`src/tth_regs.svh`:
```
`ifndef TTH_REGS_SVH
`define TTH_REGS_SVH

// Register select decode
`define TTH_SEL_DATA 1'b0
`define TTH_SEL_CTRL 1'b1

// First control register bits
`define TTH_CF_TONE_OUT 0
`define TTH_CF_CP_MODE 1
`define TTH_CF_IRQ_EN 2
`define TTH_CF_BANK_SEL 3

// Second control register bits
`define TTH_CS_BURST_N 0
`define TTH_CS_RX_PWR 1
`define TTH_CS_SINGLE 2
`define TTH_CS_GROUP 3

// Status register bits
`define TTH_ST_IRQ 0
`define TTH_ST_TX_EMPTY 1
`define TTH_ST_RX_FULL 2
`define TTH_ST_STEER 3

// Reset values
`define TTH_CTRL_RST 4'h0
`define TTH_DIGIT_RST 4'h0

// Timing
`define TTH_CLK_KHZ 25000
`define TTH_BURST_TIME_MS 51
`define TTH_BURST_CYCLES (`TTH_BURST_TIME_MS * `TTH_CLK_KHZ)
`define TTH_BURST_CNT_W 22

`endif

```
`src/tth_pkg.sv`:
```
package tth_pkg;

    typedef enum logic {
        TTH_STYLE_STROBE = 1'b0,
        TTH_STYLE_SPLIT = 1'b1
    } tth_style_t;

    typedef enum logic [1:0] {
        TTH_BT_IDLE = 2'b00,
        TTH_BT_TONE = 2'b01,
        TTH_BT_PAUSE = 2'b10
    } tth_burst_state_t;

    typedef struct packed {
        logic cs_n;
        logic strobe_or_read;
        logic rw_or_write_n;
        logic register_select_line;
        logic [3:0] data;
    } tth_bus_in_t;

    typedef struct packed {
        logic valid;
        logic [3:0] code;
        logic steering;
        logic cp_square;
    } tth_rx_in_t;

    typedef struct packed {
        logic tone_on;
        logic tx_power_down;
        logic [3:0] digit;
        logic single_tone;
        logic high_group;
        logic rx_power_down;
        logic call_progress;
    } tth_tone_ctrl_t;

endpackage

```
`src/tth_burst_timer.sv`:
```
`timescale 1ns/1ps
`include "tth_regs.svh"

module tth_burst_timer #(
    parameter int unsigned BURST_CYCLES = `TTH_BURST_CYCLES
) (
    input wire logic i_clk,
    input wire logic i_rst_n,
    input wire logic i_start,
    input wire logic i_abort,
    input wire logic i_double,
    output logic o_tone_on,
    output logic o_busy,
    output logic o_done
);
    import tth_pkg::*;

    localparam logic [`TTH_BURST_CNT_W-1:0] LEN =
        `TTH_BURST_CNT_W'(BURST_CYCLES - 1);

    typedef struct packed {
        tth_burst_state_t st;
        logic [`TTH_BURST_CNT_W-1:0] cnt;
        logic done;
    } tth_bt_reg_t;

    tth_bt_reg_t r;
    tth_bt_reg_t next_r;
    logic [`TTH_BURST_CNT_W-1:0] last;

    always_comb begin
        last = i_double ? `TTH_BURST_CNT_W'({LEN, 1'b1}) : LEN; // RULE_03
        next_r = r;
        next_r.done = 1'b0;
        case (r.st)
            TTH_BT_IDLE: begin
                if (i_start && !i_abort) begin
                    next_r.st = TTH_BT_TONE; // RULE_01
                    next_r.cnt = '0;
                end
            end
            TTH_BT_TONE: begin
                if (i_abort) begin
                    next_r.st = TTH_BT_IDLE;
                end else if (r.cnt >= last) begin
                    next_r.st = TTH_BT_PAUSE; // RULE_01
                    next_r.cnt = '0;
                end else begin
                    next_r.cnt = r.cnt + `TTH_BURST_CNT_W'(1);
                end
            end
            TTH_BT_PAUSE: begin
                if (i_abort) begin
                    next_r.st = TTH_BT_IDLE;
                end else if (r.cnt >= last) begin
                    next_r.st = TTH_BT_IDLE;
                    next_r.done = 1'b1; // RULE_02
                end else begin
                    next_r.cnt = r.cnt + `TTH_BURST_CNT_W'(1);
                end
            end
            default: begin
                next_r.st = TTH_BT_IDLE;
            end
        endcase
    end

    always_ff @(posedge i_clk) begin
        if (!i_rst_n) begin
            r <= '{st: TTH_BT_IDLE, cnt: '0, done: 1'b0};
        end else begin
            r <= next_r;
        end
    end

    assign o_tone_on = (r.st == TTH_BT_TONE);
    assign o_busy = (r.st != TTH_BT_IDLE);
    assign o_done = r.done;
endmodule

```
`src/tth_host_port.sv`:
```
`timescale 1ns/1ps
`include "tth_regs.svh"

// Functional notes
// RULE_01 - Burst mode gives a 51 ms tone then an equal 51 ms pause per digit.
// RULE_02 - After burst and pause, status shows transmitter ready.
// RULE_03 - Call-progress mode doubles burst and pause to 102 ms.
// RULE_04 - Call-progress plus burst mode transmits only; tone-pair reception blocked.
// RULE_05 - Host times odd burst lengths itself by toggling tone output with burst off.
// RULE_06 - Single-tone mode emits one tone from the low or high group.
// RULE_07 - Status updates on its own, without host strobe activity.
// RULE_08 - Strobe-or-read low at chip-select fall selects strobe-with-direction timing.
// RULE_09 - Strobe-or-read high at chip-select fall selects separate read and write strobes.
// RULE_10 - Address and data latched at points suited to the detected bus style.
// RULE_11 - An access is decoded only after a chip-select falling edge.
// RULE_12 - Host releases chip select between accesses, one access per assertion.
// RULE_13 - Select 0 writes transmit/reads receive; select 1 writes control/reads status.
// RULE_14 - Receive data returns the last validated received digit code.
// RULE_15 - Transmit data value selects the generated tone pair.
// RULE_16 - Bank-select bit sends only the next control write to the second register.
// RULE_17 - Host software resets both control registers after power-up.
// RULE_18 - Shared pin signals interrupts or carries the call-progress square wave.
// RULE_19 - First control: b3 bank select, b2 interrupt enable, b1 call progress, b0 tone.
// RULE_20 - Second control: b3 group, b2 single/dual, b1 receiver power, b0 burst.
// RULE_21 - Tone and burst timing derive from the reference clock.
// RULE_22 - Receive-full status bit 2 clears after a status read.
// RULE_23 - New-data interrupt is removed by a status read.
// RULE_24 - Clearing tone enable powers transmitter down and clears transmit data.
// RULE_25 - Burst bit low enables burst mode, high disables it.
// RULE_26 - Transmitter ready clears on a digit write until burst and pause end.
module tth_host_port #(
    parameter int unsigned BURST_CYCLES = `TTH_BURST_CYCLES
) (
    input wire logic i_clk,
    input wire logic i_rst_n,
    input wire tth_pkg::tth_bus_in_t i_bus,
    input wire tth_pkg::tth_rx_in_t i_rx,
    output logic [3:0] o_data,
    output logic o_data_oe,
    output logic o_interrupt_or_tone_out,
    output logic o_interrupt_or_tone_out_oe,
    output tth_pkg::tth_tone_ctrl_t o_tone
);
    import tth_pkg::*;

    typedef struct packed {
        logic cs_q;
        tth_style_t style;
        logic sel;
        logic open;
        logic rd_q;
        logic wr_q;
        logic [3:0] wdata;
        logic [3:0] rdata;
        logic [3:0] control_first;
        logic [3:0] control_second;
        logic [3:0] transmit_digit;
        logic [3:0] receive_digit;
        logic rx_full;
        logic irq_flag;
        logic tx_empty;
    } tth_port_reg_t;

    tth_port_reg_t r;
    tth_port_reg_t next_r;

    // Bus strobes
    logic cs_fall;
    logic rd_now;
    logic wr_now;
    logic rd_start;
    logic rd_end;
    logic wr_end;

    // Register events
    logic status_read;
    logic digit_write;
    logic ctrl_write;
    logic first_write;
    logic second_write;

    // Control fields
    logic tone_en;
    logic cp_mode;
    logic irq_en;
    logic burst_on;
    logic rx_off;
    logic rx_take;

    // Burst timer
    logic bt_start;
    logic bt_tone;
    logic bt_busy;
    logic bt_done;

    // Read sources
    logic [3:0] state_word;
    logic [3:0] read_word;

    // Access framing
    assign cs_fall = r.cs_q && !i_bus.cs_n; // RULE_11

    always_comb begin
        rd_now = 1'b0;
        wr_now = 1'b0;
        if (r.open && !i_bus.cs_n) begin
            case (r.style)
                TTH_STYLE_STROBE: begin
                    rd_now = i_bus.strobe_or_read && i_bus.rw_or_write_n; // RULE_08
                    wr_now = i_bus.strobe_or_read && !i_bus.rw_or_write_n;
                end
                TTH_STYLE_SPLIT: begin
                    rd_now = !i_bus.strobe_or_read; // RULE_09
                    wr_now = !i_bus.rw_or_write_n;
                end
                default: begin
                    rd_now = 1'b0;
                    wr_now = 1'b0;
                end
            endcase
        end
    end

    assign rd_start = rd_now && !r.rd_q;
    assign rd_end = r.rd_q && !rd_now;
    assign wr_end = r.wr_q && !wr_now;

    // Register decode; receive-full and interrupt status cleared as soon as it is captured
    always_comb begin
        status_read = 1'b0;
        digit_write = 1'b0;
        ctrl_write = 1'b0;
        if (wr_end) begin
            case (r.sel)
                `TTH_SEL_DATA: begin
                    digit_write = 1'b1; // RULE_13
                end
                `TTH_SEL_CTRL: begin
                    ctrl_write = 1'b1; // RULE_13
                end
                default: begin
                    digit_write = 1'b0;
                end
            endcase
        end else if (rd_start && (r.sel == `TTH_SEL_CTRL)) begin
            status_read = 1'b1; // RULE_22 RULE_23
        end
    end

    // Bank redirection applies to one control write only
    assign first_write = ctrl_write && !r.control_first[`TTH_CF_BANK_SEL]; // RULE_16
    assign second_write = ctrl_write && r.control_first[`TTH_CF_BANK_SEL]; // RULE_16

    // Control fields
    assign tone_en = r.control_first[`TTH_CF_TONE_OUT]; // RULE_19
    assign cp_mode = r.control_first[`TTH_CF_CP_MODE];
    assign irq_en = r.control_first[`TTH_CF_IRQ_EN];
    assign burst_on = !r.control_second[`TTH_CS_BURST_N]; // RULE_25
    assign rx_off = r.control_second[`TTH_CS_RX_PWR]; // RULE_20

    // Digits are accepted only in tone-pair receive mode
    assign rx_take = i_rx.valid && !cp_mode && !rx_off; // RULE_04

    assign bt_start = digit_write && burst_on && tone_en;

    always_comb begin
        state_word = '0;
        state_word[`TTH_ST_IRQ] = r.irq_flag; // RULE_18
        state_word[`TTH_ST_TX_EMPTY] = r.tx_empty; // RULE_02
        state_word[`TTH_ST_RX_FULL] = r.rx_full; // RULE_22
        state_word[`TTH_ST_STEER] = !i_rx.steering; // RULE_07
    end

    // Read source chosen by the latched select
    always_comb begin
        case (r.sel)
            `TTH_SEL_CTRL: begin
                read_word = state_word; // RULE_13
            end
            `TTH_SEL_DATA: begin
                read_word = r.receive_digit; // RULE_14
            end
            default: begin
                read_word = r.receive_digit;
            end
        endcase
    end

    always_comb begin
        next_r = r;
        next_r.cs_q = i_bus.cs_n;

        // Style and select taken at the chip-select fall
        if (cs_fall) begin
            next_r.style = i_bus.strobe_or_read ? TTH_STYLE_SPLIT : TTH_STYLE_STROBE; // RULE_08 RULE_09
            next_r.sel = i_bus.register_select_line; // RULE_10
            next_r.open = 1'b1;
        end
        if (i_bus.cs_n) begin
            next_r.open = 1'b0;
        end

        next_r.rd_q = rd_now;
        next_r.wr_q = wr_now;

        // Write data follows the bus until the strobe ends
        if (wr_now) begin
            next_r.wdata = i_bus.data; // RULE_10
        end

        // Read data loaded at the start of the read strobe
        if (rd_start) begin
            next_r.rdata = read_word; // RULE_13
        end

        // One access per chip-select assertion
        if (rd_end || wr_end) begin
            next_r.open = 1'b0;
        end

        // Control writes with one-shot bank redirection
        if (first_write) begin
            next_r.control_first = r.wdata; // RULE_19
        end
        if (second_write) begin
            next_r.control_second = r.wdata; // RULE_20
            next_r.control_first[`TTH_CF_BANK_SEL] = 1'b0; // RULE_16
        end

        // Transmit digit
        if (digit_write) begin
            next_r.transmit_digit = r.wdata; // RULE_15
        end
        if (!next_r.control_first[`TTH_CF_TONE_OUT]) begin
            next_r.transmit_digit = `TTH_DIGIT_RST; // RULE_24
        end

        // Status read clears receive-full and interrupt
        if (status_read) begin
            next_r.rx_full = 1'b0; // RULE_22
            next_r.irq_flag = 1'b0; // RULE_23
        end

        // Transmitter ready
        if (bt_start) begin
            next_r.tx_empty = 1'b0; // RULE_26
        end
        if (bt_done) begin
            next_r.tx_empty = 1'b1; // RULE_02
        end
        // An aborted burst leaves the transmitter free again
        if (bt_busy && (!tone_en || !burst_on)) begin
            next_r.tx_empty = 1'b1; // RULE_24
        end

        // Hardware events win over a status-read clear
        if (rx_take) begin
            next_r.receive_digit = i_rx.code; // RULE_14
            next_r.rx_full = 1'b1; // RULE_07
            next_r.irq_flag = 1'b1; // RULE_18
        end
        if (bt_done && burst_on) begin
            next_r.irq_flag = 1'b1; // RULE_18
        end
    end

    always_ff @(posedge i_clk) begin
        if (!i_rst_n) begin
            r.cs_q <= 1'b1;
            r.style <= TTH_STYLE_STROBE;
            r.sel <= `TTH_SEL_DATA;
            r.open <= 1'b0;
            r.rd_q <= 1'b0;
            r.wr_q <= 1'b0;
            r.wdata <= `TTH_DIGIT_RST;
            r.rdata <= `TTH_DIGIT_RST;
            r.control_first <= `TTH_CTRL_RST;
            r.control_second <= `TTH_CTRL_RST;
            r.transmit_digit <= `TTH_DIGIT_RST;
            r.receive_digit <= `TTH_DIGIT_RST;
            r.rx_full <= 1'b0;
            r.irq_flag <= 1'b0;
            r.tx_empty <= 1'b1;
        end else begin
            r <= next_r;
        end
    end

    // Burst sequencer on the reference-derived clock
    tth_burst_timer #(
        .BURST_CYCLES(BURST_CYCLES)
    ) tth_burst_timer_inst (
        .i_clk(i_clk), // RULE_21
        .i_rst_n(i_rst_n),
        .i_start(bt_start), // RULE_01
        .i_abort(!tone_en || !burst_on),
        .i_double(cp_mode), // RULE_03
        .o_tone_on(bt_tone),
        .o_busy(bt_busy),
        .o_done(bt_done)
    );

    // Host data bus
    assign o_data = r.rdata;
    assign o_data_oe = r.rd_q && rd_now;

    // Open-drain pin: low while driven
    assign o_interrupt_or_tone_out = 1'b0;

    always_comb begin
        o_interrupt_or_tone_out_oe = 1'b0;
        case ({irq_en, cp_mode})
            2'b11: begin
                o_interrupt_or_tone_out_oe = !i_rx.cp_square; // RULE_18
            end
            2'b10: begin
                o_interrupt_or_tone_out_oe = r.irq_flag; // RULE_18
            end
            2'b01: begin
                o_interrupt_or_tone_out_oe = 1'b0; // RULE_19
            end
            default: begin
                o_interrupt_or_tone_out_oe = 1'b0;
            end
        endcase
    end

    // Tone generator controls
    always_comb begin
        o_tone.tx_power_down = !tone_en; // RULE_24
        o_tone.digit = r.transmit_digit; // RULE_15
        case ({tone_en, burst_on})
            2'b11: begin
                o_tone.tone_on = bt_tone; // RULE_01
            end
            2'b10: begin
                o_tone.tone_on = 1'b1; // RULE_05
            end
            2'b01: begin
                o_tone.tone_on = 1'b0; // RULE_24
            end
            default: begin
                o_tone.tone_on = 1'b0;
            end
        endcase
        o_tone.single_tone = r.control_second[`TTH_CS_SINGLE]; // RULE_06
        o_tone.high_group = r.control_second[`TTH_CS_GROUP]; // RULE_06
        o_tone.rx_power_down = rx_off;
        o_tone.call_progress = cp_mode;
    end

endmodule

```
`config.mk`:
```
export PLATFORM = sky130hd
export DESIGN_NAME = tth_host_port
export DESIGN_NICKNAME = d
export VERILOG_FILES = /design/src/tth_pkg.sv /design/src/tth_burst_timer.sv /design/src/tth_host_port.sv
export VERILOG_INCLUDE_DIRS = /design/src
export SDC_FILE = /design/constraint.sdc
export NUM_CORES = 1
export LEC_CHECK = 0
export BUFFER_PORTS_ARGS = -buffer_cell sky130_fd_sc_hd__buf_2
export CAP_MARGIN = 30
export CORE_MARGIN = 4
export CORE_UTILIZATION = 35
export CTS_CLUSTER_DIAMETER = 40
export DETAILED_ROUTE_END_ITERATION = 10
export PLACE_DENSITY_LB_ADDON = 0.05
export SYNTH_ARGS = -nofsm -noshare
export SYNTH_HDL_FRONTEND = slang
export SYNTH_HIERARCHICAL = 1
export SYNTH_SLANG_ARGS = --single-unit
```
`constraint.sdc`:
```
create_clock -name i_clk -period 5.1 [get_ports i_clk]
set_clock_uncertainty 0.1 [all_clocks]
set_input_delay 0.255 -clock i_clk [delete_from_list [all_inputs] [get_ports i_clk]]
set_output_delay 0.255 -clock i_clk [all_outputs]
set_load 0.02 [all_outputs]
```
==> flow_summary.toml <==
[placed_design]
port_buffers = 32
routabilityCongestion = 0.802
dp_cells = 499
hpwl_um = 5520
dpl_worst_slack_ns = 1.83

[power_and_ir_drop]
p_sw_share_pct = 22.8
power.share.clock_pct = 48.7
comb_power_share_pct = 4.1
p_leak_uw = 0.00144
power_frac_seq_pct = 47.3
p_int_uw = 759
powerDensity_nw_per_um2 = 271
p_switching_uw = 224
ir_drop_mv = 0.110

[synthesis]
yosys.area.top_type_share_pct = 35.3
synth_cells = 385
synth_seq_cells = 58
seq_area_frac_synth_pct = 35.3
syn_nets = 418
ys.flop_type = "dfxtp_1"
synth_warnings = 6
synthDistinctLibCells = 62
synth_area_leader_cell = "dfxtp_1"
synth-edff-count = 0
synthesis.area_sq_um = 3290
ys_async_sr_fraction_pct = 0
ys_top_cells_by_area = "dfxtp_1 (35%), mux2i_1 (6.4%), ha_1 (6.1%)"
synth.avg_cell_area_sq_um = 8.54
yosysMostFrequentCell = "dfxtp_1"
synth_commonest_cells = "dfxtp_1 (58), nand2_1 (38), nor2_1 (36)"

[critical_path]
endpoint = "tth_burst_timer_inst/r[18]"
crit_chain = "inv_1 > ha_1 > a211oi_2 > o21ai_1 > o211a_4 > o21ai_4 > nand2_4 > o32ai_1"
cp_max_fo = 28
critPathKind = "flip-flop to flip-flop"
cpPeakStageDelay_ns = 0.64
crit_start = "o_tone[0]"
cp_slowest_cell = "o21ai_4"
cp_data_arrival_time_ns = 3.39
r2r_cells = 8
rrSetupSlack_ns = 1.84
end_kind = "flip-flop"
reg2reg_to = "tth_burst_timer_inst/r[18]"
start_kind = "flip-flop"
crit_required_ns = 5.23
r2r_start = "o_tone[0]"

[clocking]
root_buffer = "clkbuf_8"
cts_buffer_depth = 2
clock_sinks = 58
cts_tree = "done"
cts-resized-gates = 0
holdBufCountCts = 0
htree_levels = 3
cts_setup_buffers = 0
clk_latency_ns = 0.33
cts_inserted_buffers = 9
path_clk_slew_ns = 0.07

[die]
die_x_um = 105
core_area_sq_um = 9200
dieArea_sq_um = 11000
die_y_um = 105
num_io_pins = 34
rows = 35
initial_core_util_pct = 35.8

[sta]
period_share_pct = 63.8
tightest_slew_ns = 0.910
hold_viol_final = 0
slew_violations = 0
fmax_ghz = 0.307
setup_viol = 0
finalSetupTns_ns = 0
relSlewSlack_pct = 39.1
post-route-min-period_ns = 3.26
fin_ws_ns = 1.84
rsz0062_at_grt = "no"

[drt]
vias = 2735
wl_um = 8210
drt_iter0_drc = 91
ant_nets = 0
firstDrtPassIters = 4
vias_per_cell = 5.32
wl_per_cell_um = 16.0
drcViolationCount = 0

[cells_and_area]
drive_above_1_share_pct = 17.6
final_nets = 432
multi_input_area_sq_um = 1880
fin_cells = 514
seq_area_sq_um = 1160
diodes = 0
syn2layout_area_growth_pct = 10.2
fillers = 969

[global_route]
top_usage_layer = "met2"
antenna_found_initial = 0
grt_overflow = 0
global_route.usage.met2_pct = 22.9
grt_pass1_wl_um = 13900
grt_pass1_vias = 2708
use_met1_pct = 22.6
use_met3_pct = 2.90
grt_max_degree = 34
grtUsageTotal_pct = 15.6

[job]
max_cap_violations = 0

[status]
status = "completed"

[hold_path]
hp-class = "input port to flip-flop"
hold_depth = 3
-- state kept, by name, indices dropped and copies added, names as in the netlist --
signal and count:
tth_burst_timer_inst/r 24, r 20, irq_en 1, o_tone 8
tth_burst_timer_inst/o_done 1, o_data 4
-- worst max-delay path: cells and delay by family, from the launching register on --
family	cells	cell delay [ns]
compound gates	5	1.59
fa+ha+maj	1	0.36
buf+inv	1	0.23
flops	1	0.59
simple gates	1	0.27
-- power groups by stage --
stage / registers [uW] / clock network, uW / logic, uW
floorplan: 472 / 0 / 29.7
global placement: 475 / 0 / 40.3
detailed placement: 475 / 0 / 40.1
CTS: 464 / 497 / 40.3
global route: 465 / 514 / 45.6
finish: 464 / 478 / 40.1
-- logic make-up after synthesis --
family / Yosys count / synth area share [%]
flops: 58 / 35.3
other cells: 1 / 0.114
compound gates: 80 / 17.6
fa+ha+maj: 16 / 6.09
buf+inv: 47 / 7.57
simple gates: 161 / 26.5
mux: 22 / 6.85
-- final cells by class --
class                      instances  share of cell area [%]
clock inverter                     5                    2.18
sequential                        58                    32.0
inverter                          18                    1.86
multi-input combinational        280                    51.9
timing repair buffer              32                    4.42
clock buffer                      10                    3.80
tap                              111                    3.83
-- routing by layer --
metal | routed length (um) | vias to the layer above
li1 | - | 1389
met1 | 4330 | 1297
met2 | 3580 | 47
met5 | 0 | -
met3 | 268 | 2
met4 | 29 | 0
-- through the flow --
step	utilization, %	instance area, sq um	hold WS [ns]	power [uW]
after floorplan	-	3290	0.280	502
after global placement	37.0	3410	0.368	515
after detailed placement	37.0	3410	0.339	515
after CTS	39.4	3620	0.0419	1000
after global routing	39.4	3620	0.0593	1020
final	39.4	3620	0.0543	982
-- worst min path at each step --
stage / start / end
floorplan: i_bus[7] / r[32]
global placement: o_tone[3] / o_tone[3]
detailed placement: tth_burst_timer_inst/o_done / r[0]
CTS: i_rx[5] / r[6]
global route: i_rx[5] / r[6]
finish: i_rx[5] / r[6]
-- cell usage in the layout (no fill, tap or decap), types with 5 or more instances in the layout --
master,synthesis,layout
dfxtp_1,58,58
nand2_1,38,38
nor2_1,36,36
buf_2,7,32
a21oi_1,30,30
nand3_1,22,22
mux2i_1,21,21
inv_1,18,18
ha_1,16,16
nand2b_1,10,10
clkbuf_8,0,10
nand4_1,10,10
or3_1,7,7
o22ai_1,7,7
o32ai_1,6,6
and2_1,5,5
and3_1,5,5
Note: power is estimated with default switching activity, not from simulation.
